==> config.mk <==
export PLATFORM = sky130hd
export DESIGN_NAME = ifio_top
export DESIGN_NICKNAME = d
export VERILOG_FILES = /design/src/ifio_pkg.sv /design/src/ifio_top.sv
export VERILOG_INCLUDE_DIRS = /design/src
export SDC_FILE = /design/constraint.sdc
export NUM_CORES = 1
export LEC_CHECK = 0
export ABC_CLOCK_PERIOD_IN_PS = 5420
export BUFFER_PORTS_ARGS = -buffer_cell sky130_fd_sc_hd__clkbuf_2
export CORE_AREA = 2 2 224 226
export DETAILED_ROUTE_END_ITERATION = 6
export DIE_AREA = 0 0 226 228
export GPL_TIMING_DRIVEN = 0
export HOLD_SLACK_MARGIN = 0.1
export PLACE_DENSITY = 0.66
export SYNTH_ARGS = -nofsm -noshare
export SYNTH_HDL_FRONTEND = slang
export SYNTH_SLANG_ARGS = --single-unit
==> constraint.sdc <==
create_clock -name aclk -period 5.42 [get_ports aclk]
set_input_delay 1.084 -clock aclk [delete_from_list [all_inputs] [get_ports aclk]]
set_output_delay 1.084 -clock aclk [all_outputs]
set_load 0.02 [all_outputs]
==> src/ifio_cfg.svh <==
// Register offsets, reset values and timing counts of the field I/O controller.
`ifndef IFIO_CFG_SVH
`define IFIO_CFG_SVH
`define IFIO_A_NV_BAUD 8'h00
`define IFIO_A_NV_UNIT 8'h04
`define IFIO_A_UNIT 8'h08
`define IFIO_A_NV_DOG 8'h0c
`define IFIO_A_DOG 8'h10
`define IFIO_A_OUT 8'h14
`define IFIO_A_IN 8'h18
`define IFIO_A_FAULT 8'h1c
`define IFIO_A_STATUS 8'h20
`define IFIO_A_SINK 8'h24
`define IFIO_A_SOURCE 8'h28
`define IFIO_A_SPIN 8'h2c
`define IFIO_A_PDMODE 8'h30
`define IFIO_A_ANA01 8'h34
`define IFIO_A_ANA23 8'h38
`define IFIO_A_BAUD 8'h3c
`define IFIO_A_CLEAR 8'h40
`define IFIO_DOG_DEF_MS 16'h0032
`define IFIO_BAUD_DEF 16'h0009
`define IFIO_CLK_HZ 40000000
`define IFIO_MS_NS 1000000
`define IFIO_CLK_NS 25
`define IFIO_CYC_PER_MS (`IFIO_MS_NS / `IFIO_CLK_NS)
`define IFIO_BLINK_CYC 24'h4c4b40
`define IFIO_F_WDOG 0
`define IFIO_F_SHORT 1
`define IFIO_F_OTEMP 2
`define IFIO_F_VHIGH 3
`define IFIO_F_VLOW 4
`define IFIO_F_VLOSS 5
`define IFIO_F_ALL 16'h003f
`define IFIO_HYST_HI 8'h3c
`define IFIO_HYST_LO 8'h28
`define IFIO_PCT 8'h64
`endif

==> src/ifio_pkg.sv <==
// Types shared by the field I/O controller.
package ifio_pkg;
  typedef enum logic [1:0] {IFIO_OFF, IFIO_SOURCE, IFIO_SINK, IFIO_PUSHPULL} ifio_mode_t;
  typedef struct packed {
    logic [15:0] hi_en;
    logic [15:0] lo_en;
  } ifio_drive_t;
  typedef struct packed {
    logic over_hi;
    logic under_lo;
    logic lost;
  } ifio_supply_t;
endpackage

==> src/ifio_top.sv <==
// Isolated field I/O controller with AXI4-Lite registers.
`timescale 1ns/1ps
`include "ifio_cfg.svh"
// Contract
// - Sink and source 16-bit masks per output.
// - Source one, sink zero gives sourcing.
// - Sink one, source zero gives sinking.
// - Both mask bits one gives push-pull.
// - Short trip disables that output, flags fault.
// - Over-temperature disables eight-output chip, flags fault.
// - Watchdog default 50 ms faults, disables outputs.
// - Output writes ignored while fault set.
// - Fault flag set out of power-up.
// - Watchdog in ms, zero disables it.
// - Non-volatile copied to working at power-up.
// - Baud index decodes to listed rates.
// - Spindle mode zero enable/direction, one forward/reverse.
// - Input high at 60%, low at 40%.
// - Inputs 0-3 analog, modes 1,2 only; the code also returns them in mode 3.
// - Field supply too high or low faults.
// - Report field loss with separate supply.
// - Sixteen-bit output word, bit per output.
// - Thirty-two-bit input word, bit per input.
// - Fault lamp until cleared, activity lamp blinks.
// - Process data mode selects transferred set.
module ifio_top (
  input wire logic aclk,
  input wire logic aresetn,
  input wire logic [7:0] s_axi_awaddr,
  input wire logic s_axi_awvalid,
  output logic s_axi_awready,
  input wire logic [31:0] s_axi_wdata,
  input wire logic [3:0] s_axi_wstrb,
  input wire logic s_axi_wvalid,
  output logic s_axi_wready,
  output logic [1:0] s_axi_bresp,
  output logic s_axi_bvalid,
  input wire logic s_axi_bready,
  input wire logic [7:0] s_axi_araddr,
  input wire logic s_axi_arvalid,
  output logic s_axi_arready,
  output logic [31:0] s_axi_rdata,
  output logic [1:0] s_axi_rresp,
  output logic s_axi_rvalid,
  input wire logic s_axi_rready,
  input wire logic [31:0] in_level_pct,
  input wire logic [255:0] in_pct_vec,
  input wire logic [31:0] ana_in,
  input wire logic [15:0] short_trip,
  input wire logic [1:0] otemp_warn,
  input wire logic field_supply_high,
  input wire logic field_supply_low,
  input wire logic field_supply_lost,
  input wire logic processor_supply_separate,
  input wire logic [7:0] field_supply_level,
  input wire logic [15:0] nv_baud_store,
  input wire logic [31:0] nv_unit_store,
  input wire logic [15:0] nv_dog_store,
  output ifio_pkg::ifio_drive_t drive,
  output logic [1:0] spindle_out,
  input wire logic spindle_enable,
  input wire logic spindle_reverse,
  output logic field_fault_indicator,
  output logic field_activity_indicator,
  output logic [23:0] baud_rate
);
  import ifio_pkg::*;

  logic [15:0] nv_baud_index_reg, nv_dog_period_reg, working_dog_period_reg;
  logic [31:0] nv_unit_id_reg, working_unit_id_reg, input_word_reg;
  logic [15:0] output_word_reg, fault_flags_reg, sink_mask_reg, source_mask_reg;
  logic [15:0] spindle_drive_mode_reg, short_off_reg;
  logic [1:0] otemp_off_reg, pd_mode_reg;
  logic [31:0] dog_cnt_reg;
  logic [15:0] ms_cnt_reg;
  logic [23:0] blink_cnt_reg;
  logic boot_reg, comm_seen_reg;
  logic [7:0] aw_addr_reg, ar_addr_reg;
  logic aw_have_reg, w_have_reg;
  logic [31:0] w_data_reg;
  logic wr_fire, rd_fire;
  logic fault_any, clear_hit;
  logic [15:0] out_en, fault_set, fault_clr;

  // Decode a baud index to its rate; unlisted indexes fall to the default rate.
  function automatic logic [23:0] baud_of(input logic [15:0] idx);
    case (idx)
      16'h0000: baud_of = 24'd9600;
      16'h0001: baud_of = 24'd19200;
      16'h0002: baud_of = 24'd38400;
      16'h0003: baud_of = 24'd57600;
      16'h0004: baud_of = 24'd115200;
      16'h0005: baud_of = 24'd230400;
      16'h0006: baud_of = 24'd460800;
      16'h0007: baud_of = 24'd921600;
      16'h0008: baud_of = 24'd1250000;
      16'h000a: baud_of = 24'd5000000;
      16'h000b: baud_of = 24'd10000000;
      default: baud_of = 24'd2500000;
    endcase
  endfunction

  // Merge a write strobe into an old 32-bit value.
  function automatic logic [31:0] merge(input logic [31:0] old, input logic [31:0] nw,
                                        input logic [3:0] st);
    for (int i = 0; i < 4; i++) begin
      merge[i*8 +: 8] = st[i] ? nw[i*8 +: 8] : old[i*8 +: 8];
    end
  endfunction

  // Write channels may arrive in either order; the response follows both.
  assign wr_fire = aw_have_reg && w_have_reg && !s_axi_bvalid;
  assign rd_fire = s_axi_arvalid && s_axi_arready;
  assign fault_any = fault_flags_reg != 16'h0000;
  assign clear_hit = wr_fire && aw_addr_reg == `IFIO_A_CLEAR;
  assign out_en = ~short_off_reg & {{8{!otemp_off_reg[1]}}, {8{!otemp_off_reg[0]}}} &
                  {16{!fault_flags_reg[`IFIO_F_WDOG]}};

  always_ff @(posedge aclk) begin
    if (!aresetn) begin
      s_axi_awready <= 1'b0;
      s_axi_wready <= 1'b0;
      aw_have_reg <= 1'b0;
      w_have_reg <= 1'b0;
      aw_addr_reg <= 8'h00;
      w_data_reg <= 32'h0000_0000;
      s_axi_bvalid <= 1'b0;
      s_axi_bresp <= 2'b00;
    end else begin
      s_axi_awready <= !aw_have_reg && !(s_axi_awvalid && s_axi_awready);
      s_axi_wready <= !w_have_reg && !(s_axi_wvalid && s_axi_wready);
      if (s_axi_awvalid && s_axi_awready) begin
        aw_have_reg <= 1'b1;
        aw_addr_reg <= s_axi_awaddr;
      end
      if (s_axi_wvalid && s_axi_wready) begin
        w_have_reg <= 1'b1;
        w_data_reg <= merge(32'h0000_0000, s_axi_wdata, s_axi_wstrb);
      end
      if (wr_fire) begin
        aw_have_reg <= 1'b0;
        w_have_reg <= 1'b0;
        s_axi_bvalid <= 1'b1;
        s_axi_bresp <= (aw_addr_reg > `IFIO_A_CLEAR || aw_addr_reg[1:0] != 2'b00) ?
                       2'b10 : 2'b00;
      end else if (s_axi_bready) begin
        s_axi_bvalid <= 1'b0;
      end
    end
  end

  // Configuration registers; working values load from non-volatile store at power-up.
  always_ff @(posedge aclk) begin
    if (!aresetn) begin
      boot_reg <= 1'b1;
      nv_baud_index_reg <= `IFIO_BAUD_DEF;
      nv_unit_id_reg <= 32'h0000_0000;
      working_unit_id_reg <= 32'h0000_0000;
      nv_dog_period_reg <= `IFIO_DOG_DEF_MS;
      working_dog_period_reg <= `IFIO_DOG_DEF_MS;
      sink_mask_reg <= 16'h0000;
      source_mask_reg <= 16'hffff;
      spindle_drive_mode_reg <= 16'h0000;
      pd_mode_reg <= 2'b00;
      output_word_reg <= 16'h0000;
    end else begin
      boot_reg <= 1'b0;
      if (boot_reg) begin
        nv_baud_index_reg <= nv_baud_store;
        nv_unit_id_reg <= nv_unit_store;
        working_unit_id_reg <= nv_unit_store;
        nv_dog_period_reg <= nv_dog_store;
        working_dog_period_reg <= nv_dog_store;
      end else if (wr_fire) begin
        case (aw_addr_reg)
          `IFIO_A_NV_BAUD: nv_baud_index_reg <= w_data_reg[15:0];
          `IFIO_A_NV_UNIT: nv_unit_id_reg <= w_data_reg;
          `IFIO_A_UNIT: working_unit_id_reg <= w_data_reg;
          `IFIO_A_NV_DOG: nv_dog_period_reg <= w_data_reg[15:0];
          `IFIO_A_DOG: working_dog_period_reg <= w_data_reg[15:0];
          `IFIO_A_OUT: if (!fault_any) output_word_reg <= w_data_reg[15:0];
          `IFIO_A_SINK: sink_mask_reg <= w_data_reg[15:0];
          `IFIO_A_SOURCE: source_mask_reg <= w_data_reg[15:0];
          `IFIO_A_SPIN: spindle_drive_mode_reg <= w_data_reg[15:0];
          `IFIO_A_PDMODE: pd_mode_reg <= w_data_reg[1:0];
          default: ;
        endcase
      end
    end
  end

  // Watchdog counts milliseconds; any bus access restarts it, zero period stops it.
  always_ff @(posedge aclk) begin
    if (!aresetn) begin
      ms_cnt_reg <= 16'h0000;
      dog_cnt_reg <= 32'h0000_0000;
      comm_seen_reg <= 1'b0;
    end else if (wr_fire || rd_fire) begin
      ms_cnt_reg <= 16'h0000;
      dog_cnt_reg <= 32'h0000_0000;
      comm_seen_reg <= 1'b1;
    end else if (working_dog_period_reg != 16'h0000) begin
      if (ms_cnt_reg == 16'(`IFIO_CYC_PER_MS - 1)) begin
        ms_cnt_reg <= 16'h0000;
        dog_cnt_reg <= dog_cnt_reg + 32'h1;
      end else begin
        ms_cnt_reg <= ms_cnt_reg + 16'h1;
      end
    end else begin
      ms_cnt_reg <= 16'h0000;
      dog_cnt_reg <= 32'h0000_0000;
    end
  end

  always_comb begin
    fault_set = 16'h0000;
    fault_clr = 16'h0000;
    fault_set[`IFIO_F_WDOG] = working_dog_period_reg != 16'h0000 &&
                              dog_cnt_reg >= {16'h0000, working_dog_period_reg};
    fault_set[`IFIO_F_SHORT] = |short_trip;
    fault_set[`IFIO_F_OTEMP] = |otemp_warn;
    fault_set[`IFIO_F_VHIGH] = field_supply_high;
    fault_set[`IFIO_F_VLOW] = field_supply_low;
    fault_set[`IFIO_F_VLOSS] = processor_supply_separate && field_supply_lost;
    if (clear_hit) begin
      fault_clr = w_data_reg[15:0] & `IFIO_F_ALL;
    end
  end

  // Fault latch; hardware set wins over a clear written in the same cycle.
  always_ff @(posedge aclk) begin
    if (!aresetn) begin
      fault_flags_reg <= 16'h0001;
      short_off_reg <= 16'h0000;
      otemp_off_reg <= 2'b00;
    end else begin
      fault_flags_reg <= (fault_flags_reg & ~fault_clr) | fault_set;
      if (clear_hit) begin
        short_off_reg <= short_trip;
        otemp_off_reg <= otemp_warn;
      end else begin
        short_off_reg <= short_off_reg | short_trip;
        otemp_off_reg <= otemp_off_reg | otemp_warn;
      end
    end
  end

  // Inputs with hysteresis: high at 60 percent, low again at 40 percent.
  always_ff @(posedge aclk) begin
    if (!aresetn) begin
      input_word_reg <= 32'h0000_0000;
    end else begin
      for (int i = 0; i < 32; i++) begin
        if (in_pct_vec[i*8 +: 8] >= `IFIO_HYST_HI) input_word_reg[i] <= 1'b1;
        else if (in_pct_vec[i*8 +: 8] <= `IFIO_HYST_LO) input_word_reg[i] <= 1'b0;
      end
    end
  end

  // Output drivers: mode from masks, forced off when disabled.
  always_ff @(posedge aclk) begin
    if (!aresetn) begin
      drive <= '0;
    end else begin
      for (int n = 0; n < 16; n++) begin
        drive.hi_en[n] <= out_en[n] && source_mask_reg[n] && output_word_reg[n];
        drive.lo_en[n] <= out_en[n] && sink_mask_reg[n] &&
                          (output_word_reg[n] != source_mask_reg[n]);
      end
    end
  end

  // Spindle outputs, lamps and baud decode.
  always_ff @(posedge aclk) begin
    if (!aresetn) begin
      spindle_out <= 2'b00;
      field_fault_indicator <= 1'b1;
      field_activity_indicator <= 1'b0;
      blink_cnt_reg <= 24'h000000;
      baud_rate <= baud_of(`IFIO_BAUD_DEF);
    end else begin
      if (spindle_drive_mode_reg == 16'h0000) begin
        spindle_out <= {spindle_reverse, spindle_enable};
      end else begin
        spindle_out <= {spindle_enable && spindle_reverse,
                        spindle_enable && !spindle_reverse};
      end
      field_fault_indicator <= fault_any || !comm_seen_reg;
      if (blink_cnt_reg == `IFIO_BLINK_CYC) begin
        blink_cnt_reg <= 24'h000000;
        field_activity_indicator <= comm_seen_reg && !field_activity_indicator;
      end else begin
        blink_cnt_reg <= blink_cnt_reg + 24'h1;
      end
      baud_rate <= baud_of(nv_baud_index_reg);
    end
  end

  // Read channel; analog data only in modes 1-3, second supply level byte only in mode 2, top byte always.
  always_ff @(posedge aclk) begin
    if (!aresetn) begin
      s_axi_arready <= 1'b0;
      s_axi_rvalid <= 1'b0;
      s_axi_rdata <= 32'h0000_0000;
      s_axi_rresp <= 2'b00;
    end else begin
      s_axi_arready <= !s_axi_rvalid && !rd_fire;
      if (rd_fire) begin
        s_axi_rvalid <= 1'b1;
        s_axi_rresp <= 2'b00;
        case (s_axi_araddr)
          `IFIO_A_NV_BAUD: s_axi_rdata <= {16'h0000, nv_baud_index_reg};
          `IFIO_A_NV_UNIT: s_axi_rdata <= nv_unit_id_reg;
          `IFIO_A_UNIT: s_axi_rdata <= working_unit_id_reg;
          `IFIO_A_NV_DOG: s_axi_rdata <= {16'h0000, nv_dog_period_reg};
          `IFIO_A_DOG: s_axi_rdata <= {16'h0000, working_dog_period_reg};
          `IFIO_A_OUT: s_axi_rdata <= {16'h0000, output_word_reg};
          `IFIO_A_IN: s_axi_rdata <= input_word_reg;
          `IFIO_A_FAULT: s_axi_rdata <= {16'h0000, fault_flags_reg};
          `IFIO_A_STATUS: s_axi_rdata <= {field_supply_level,
                           (pd_mode_reg == 2'b10) ? field_supply_level : 8'h00,
                           4'h0, otemp_off_reg, comm_seen_reg, fault_any, short_off_reg[7:0]};
          `IFIO_A_SINK: s_axi_rdata <= {16'h0000, sink_mask_reg};
          `IFIO_A_SOURCE: s_axi_rdata <= {16'h0000, source_mask_reg};
          `IFIO_A_SPIN: s_axi_rdata <= {16'h0000, spindle_drive_mode_reg};
          `IFIO_A_PDMODE: s_axi_rdata <= {30'h0, pd_mode_reg};
          `IFIO_A_ANA01: s_axi_rdata <= (pd_mode_reg != 2'b00) ?
                           {16'h0000, ana_in[15:0]} : 32'h0;
          `IFIO_A_ANA23: s_axi_rdata <= (pd_mode_reg != 2'b00) ?
                           {16'h0000, ana_in[31:16]} : 32'h0;
          `IFIO_A_BAUD: s_axi_rdata <= {8'h00, baud_rate};
          `IFIO_A_CLEAR: s_axi_rdata <= 32'h0;
          default: begin
            s_axi_rdata <= 32'h0;
            s_axi_rresp <= 2'b10;
          end
        endcase
      end else if (s_axi_rready) begin
        s_axi_rvalid <= 1'b0;
      end
    end
  end

  AST_FAULT_BLOCKS_DRIVE: assert property (@(posedge aclk) disable iff (!aresetn)
    fault_flags_reg[`IFIO_F_WDOG] |=> drive == '0) else $error("Outputs driven while faulted.");
  AST_NO_SHOOT_THROUGH: assert property (@(posedge aclk) disable iff (!aresetn)
    (drive.hi_en & drive.lo_en) == 16'h0000) else $error("Both drivers on at one output.");
  AST_SHORT_OFF: assert property (@(posedge aclk) disable iff (!aresetn)
    short_trip[0] |=> ##1 !drive.hi_en[0]) else $error("Shorted output stayed on.");
  AST_OTEMP_FAULT: assert property (@(posedge aclk) disable iff (!aresetn)
    |otemp_warn |=> fault_flags_reg[`IFIO_F_OTEMP]) else $error("No temp fault.");
  AST_DOG_OFF: assert property (@(posedge aclk) disable iff (!aresetn)
    working_dog_period_reg == 16'h0 |-> dog_cnt_reg == 32'h0)
    else $error("Watchdog ran while disabled.");
  AST_FAULT_LAMP: assert property (@(posedge aclk) disable iff (!aresetn)
    fault_any |=> field_fault_indicator) else $error("Fault lamp dark.");
  AST_ANA_GATED: assert property (@(posedge aclk) disable iff (!aresetn)
    rd_fire && s_axi_araddr == `IFIO_A_ANA01 && pd_mode_reg == 2'b00 |=> s_axi_rdata == 32'h0)
    else $error("Analog read in mode zero.");
  AST_SINK_MODE: assert property (@(posedge aclk) disable iff (!aresetn)
    !source_mask_reg[0] |=> !drive.hi_en[0]) else $error("Sink output sourced.");
  AST_VOLT_FAULT: assert property (@(posedge aclk) disable iff (!aresetn)
    field_supply_low |=> fault_flags_reg[`IFIO_F_VLOW]) else $error("No supply fault.");
endmodule // ifio_top

; ---- After elaboration in Yosys (flattened, before gate mapping)
; Memory sizes are Yosys's and may differ from the RTL's. A register that Yosys moved wholly into a read port is not among the register bits.
; Index checks and enable logic that the tools add are counted.
[op_classes]
add_sub_neg = 3
multipliers = 0
n_div = 0
magnitude_cmp = 66
n_eq_ne = 45
shift = 0
mux = 98
bitwise = 12
n_reduce_logical = 161
[op_table]
columns = op, count
row1 = $pmux W32 S16, 1
row2 = $ge A8 B6 Y1 const B, 32
row3 = $le A8 B6 Y1 const B, 32
row4 = $mux W16, 12
row5 = $mux W32, 6
row6 = $eq A8 B6 Y1 const B, 12
row7 = $reduce_bool A2 Y1, 42
row8 = $logic_and A1 B1 Y1, 78
row9 = $mux W1, 69
row10 = $and A16 B16 Y16, 3
row11 = $eq A8 B5 Y1 const B, 6
row12 = $mux W8, 5
row13 = $add A32 B1 Y32 const B, 1
row14 = $eq A8 B4 Y1 const B, 4
row15 = $ge A32 B16 Y1, 1
row16 = $not A16 Y16, 2
row17 = $reduce_bool A16 Y1, 2
row18 = $add A24 B1 Y24 const B, 1
row19 = $eq A24 B23 Y1 const B, 1
row20 = $reduce_or A17 Y1, 1
row21 = $add A16 B1 Y16 const B, 1
row22 = $eq A16 B16 Y1 const B, 1
row23 = $eq A8 B3 Y1 const B, 2
row24 = $eq A8 B7 Y1 const B, 2
row25 = 21 further kinds, 68
[word_totals]
register_bits = 461
latchBits = 0
mem_bits_rw = 0
mem_bits_ro = 320
input_bits = 475
out_inout_bits = 101
word_cells = 454
memories = 1
[mem_list]
columns = memory, words, width, read_ports, rd_ports_with_merged_regs, wr, line
row1 = (name not given), 16, 20, 1, 1, 0, ifio_top.sv:87  ; case (idx)

; ---- Logic depth before layout (Yosys ltp)
[logic_depth]
word_depth = 7
depth_mapped = 9
mapped_depth_nobuf = 7

; ---- Worst setup path before layout
; Ideal clock, no wire load.
[synth_timing]
path_type = input-to-reg
from = input s_axi_araddr[1]
to = register s_axi_rdata[16]
setup_ps = 75
arrival_ps = 2733
required_ps = 5345
path_slack_ps = 2612
cell_stages = 6
path_buffers = 2
path_cell_list = clkbuf_1 -> or4_1 -> clkbuf_1 -> nor4b_2 -> a221oi_1 -> o21ai_0
[synth_via]
elab_chain_len = 2
elab_cells_between_ends = 17
cone_classes = 15 x eq/ne / 1 x mux / 1 x reduce/logical
[synth_lines]
columns = item, line
row1 = "start, declared", ifio_top.sv:39  ; input wire logic [7:0] s_axi_araddr,
row2 = $eq A8 B6 Y1 (tied with other cells), ifio_top.sv:311  ; case (s_axi_araddr)
row3 = $pmux W32 S16 *, ifio_top.sv:311
row4 = "end signal, assigned", ifio_top.sv:312  ; `IFIO_A_NV_BAUD: s_axi_rdata <= {16'h0000, nv_baud_index_reg};
row5 = "end signal, assigned", ifio_top.sv:313  ; `IFIO_A_NV_UNIT: s_axi_rdata <= nv_unit_id_reg;
row6 = "end signal, assigned", ifio_top.sv:314  ; `IFIO_A_UNIT: s_axi_rdata <= working_unit_id_reg;
row7 = "end, declared", ifio_top.sv:42  ; output logic [31:0] s_axi_rdata,
; Mark *: on every way between the ends. The rest lies on a longest branch, timed or not.
; A chain may end at the register's enable or synchronous reset.

; ---- Worst setup path after layout
[layout_timing]
from = input s_axi_araddr[2]
to = register s_axi_rdata[3]
; Same word-level chain as after synthesis.

==> results.sh <==
export IMPL_status="completed"
export IMPL_postLayoutCoreUtil=0.516
export IMPL_layout_min_cycle_time_ps=4150
export IMPL_yosysSeqAreaShare=0.438
export IMPL_drtIter0Drc=2288
export IMPL_fillers=4765
export IMPL_gpl_final_weighted_congestion=1.02
export IMPL_worstPathArrival_ps=4620
export IMPL_setup_viol=0
export IMPL_placedCellCount=3570
export IMPL_cts_tree="yes"
export IMPL_syn_inst=2360
export IMPL_hold_viol_final=0
export IMPL_worst_pin_slew_ps=1420
export IMPL_r2r_start="s_axi_arready$_SDFF_PN0_"
export IMPL_drive_gt1_frac=0.224
export IMPL_vias_per_cell=5.88
export IMPL_die_w_um=226
export IMPL_die_area_mm2=0.0515
export IMPL_io_pins=576
export IMPL_cts_max_path_buffers=3
export IMPL_grt_max_degree=14
export IMPL_post_cts_resized_instances=0
export IMPL_switching_share=0.263
export IMPL_numCtsBuffers=48
export IMPL_cts_hold_repair_buffers=0
export IMPL_crit_type="input pin to flop"
export IMPL_rsz0062_at_grt="no"
export IMPL_firstDrtPassIters=5
export IMPL_clock_sinks=444
export IMPL_cp_required_ps=5890
export IMPL_start_util=0.411
export IMPL_fin_area_mm2=0.0255
export IMPL_finalClockSkew_ps=24.0
export IMPL_postPlaceCellArea_mm2=0.0238
export IMPL_maxCapViolCount=0
export IMPL_min_path_cells=2
export IMPL_clock_latency_ps=610
export IMPL_power_density_mw_per_mm2=301
export IMPL_die_h_um=228
export IMPL_relSlewSlack=0.0471
export IMPL_grt_overflow_total=0
export IMPL_yosysTopAreaCell="dfxtp_1"
export IMPL_cts_root_buf="clkbuf_16"
export IMPL_p_int_mw=5.65
export IMPL_first_global_vias=20500
export IMPL_peakVddDrop_uv=230
export IMPL_avgSynthCellArea_um2=8.59
export IMPL_antenna_found_initial=4
export IMPL_synthFlopType="dfxtp_1"
export IMPL_clkPwrFrac=0.442
export IMPL_slew_violations=0
export IMPL_routed_wl_um=92800
export IMPL_synth_edff_count=0
export IMPL_hp_class="flop to flop"
export IMPL_cts_setup_buffers=0
export IMPL_timing_final_crit_share=0.765
export IMPL_fmax_ghz=0.241
export IMPL_synth_area_mm2=0.0203
export IMPL_tns_ps=0
export IMPL_core_rowCount=82
export IMPL_async_flop_share=0
export IMPL_coreArea_mm2=0.0493
export IMPL_path_clk_slew_ps=60
export IMPL_grt_pass1_wl_um=132000
export IMPL_synth_distinct_cells=73
export IMPL_nets=3450
export IMPL_min_delay_start="w_data_reg[19]$_SDFFE_PN0P_"
export IMPL_hold_slack_ps=453
export IMPL_portBuffers=532
export IMPL_ys_ff_latch=444
export IMPL_crit_path_end_kind="flop"
export IMPL_critPathLaunch="s_axi_araddr[2]"
export IMPL_synth_area_top_cells="dfxtp_1, mux2i_1, nor2_1"
export IMPL_synth_top_cell_area_share=0.438
export IMPL_syn_to_final_growth_pct=25.5
export IMPL_power_frac_comb=0.101
export IMPL_synth_warnings=0
export IMPL_drtAntennaViolNets=0
export IMPL_crit_fanout=10
export IMPL_via_count=21500
export IMPL_htree_levels=2
export IMPL_power_leakage_nw=10.8
export IMPL_p_switching_mw=2.01
export IMPL_drc=0
export IMPL_seqPwrFrac=0.457
export IMPL_rr_worst_depth=6
export IMPL_dp_hpwl_um=74700
export IMPL_fin_cells=3661
export IMPL_start_kind="input pin"
export IMPL_grt_total_usage=0.348
export IMPL_wl_per_cell_um=25.3
## critical path, stage by stage
cell and delay (ps):
clkbuf_2 240, clkbuf_1 790, buf_1 940, mux2i_1 400, o22ai_1 150, a32o_1 250
nor3_1 590, o21ai_0 140
## through the flow
step                      power [mW]  setup WS, ps
final                           7.66          1270
after global routing            7.86          1210
after CTS                       7.66          1370
after detailed placement        4.32           735
after global placement          4.31           322
after floorplan                 3.88          2610
## final timing paths
| kind | end | slack, ps |
|---|---|---|
| hold / removal | w_data_reg[19]$_SDFFE_PN0P_ | 450 |
| setup / recovery | s_axi_rdata[3]$_SDFFE_PN0P_ | 1270 |
| hold reg to reg | w_data_reg[19]$_SDFFE_PN0P_ | 450 |
| setup reg to reg | s_axi_rdata[19]$_SDFFE_PN0P_ | 2160 |
## kinds of logic after synthesis
| family | synth area share |
|---|---|
| and+or+nand+nor | 0.194 |
| DFF | 0.438 |
| buffers and inverters | 0.0451 |
| adders and majority gates | 0.0167 |
| other | 0.000185 |
| muxes | 0.0701 |
| xor gates and xnor gates | 0.0259 |
| AOI/OAI and AO/OA | 0.210 |
## synthesized netlist by cell type (all sizes together) (12+ instances only)
| cell | number |
|---|---|
| a211oi | 129 |
| a21oi | 194 |
| a221oi | 16 |
| a22oi | 59 |
| and3 | 47 |
| and4 | 12 |
| buf | 37 |
| clkbuf | 124 |
| dfxtp | 444 |
| ha | 27 |
| inv | 67 |
| mux2 | 14 |
| mux2i | 124 |
| nand2 | 167 |
| nand3 | 87 |
| nand4 | 34 |
| nor2 | 309 |
| nor2b | 18 |
| nor3 | 26 |
| nor4 | 28 |
| o21ai | 96 |
| o2bb2ai | 13 |
| o311ai | 33 |
| o31ai | 12 |
| or3 | 17 |
| or4 | 17 |
| xnor2 | 14 |
| xor2 | 46 |
## layout make-up
| type | instances | area (µm²) | share of cell area |
|---|---|---|---|
| Inverter | 69 | 259 | 0.0102 |
| Sequential cell | 444 | 8890 | 0.349 |
| Timing Repair Buffer | 533 | 2670 | 0.105 |
| Clock inverter | 21 | 219 | 0.00860 |
| Clock buffer | 67 | 1390 | 0.0548 |
| Antenna cell | 3 | 7.51 | 0.000295 |
| Tap cell | 672 | 841 | 0.0330 |
| Multi-Input combinational cell | 1691 | 10500 | 0.413 |
| Buffer | 161 | 656 | 0.0258 |
## per-layer routing
metal	GRT usage	wire length, µm	vias to the layer above	share of wire
met2	0.545	41300	1066	0.45
met1	0.477	39500	10500	0.43
met5	0	21	-	0.00023
met3	0.0547	8380	170	0.090
li1	-	-	9826	-
met4	0.142	3610	2	0.039
## placed cells by master (no fill, tap or decap), drive strengths merged, types with 28 or more instances in the layout
cell,n
dfxtp,444
and3,47
xor2,46
nor4,28
a21oi,194
mux2i,124
a22oi,59
o311ai,33
nand3,87
nand4,34
buf,38
a211oi,129
inv,70
nand2,167
clkbuf,723
o21ai,96
nor2,309
## power groups by stage
stage	Clock, mW	Combinational, mW	Sequential [mW]
2_1_floorplan	0	0.377	3.50
6_report	3.38	0.773	3.51
3_5_place_dp	0	0.753	3.57
4_1_cts	3.41	0.757	3.50
5_1_grt	3.53	0.829	3.51
3_3_place_gp	0	0.740	3.57
No activity file was read; power rests on OpenSTA's default activity.
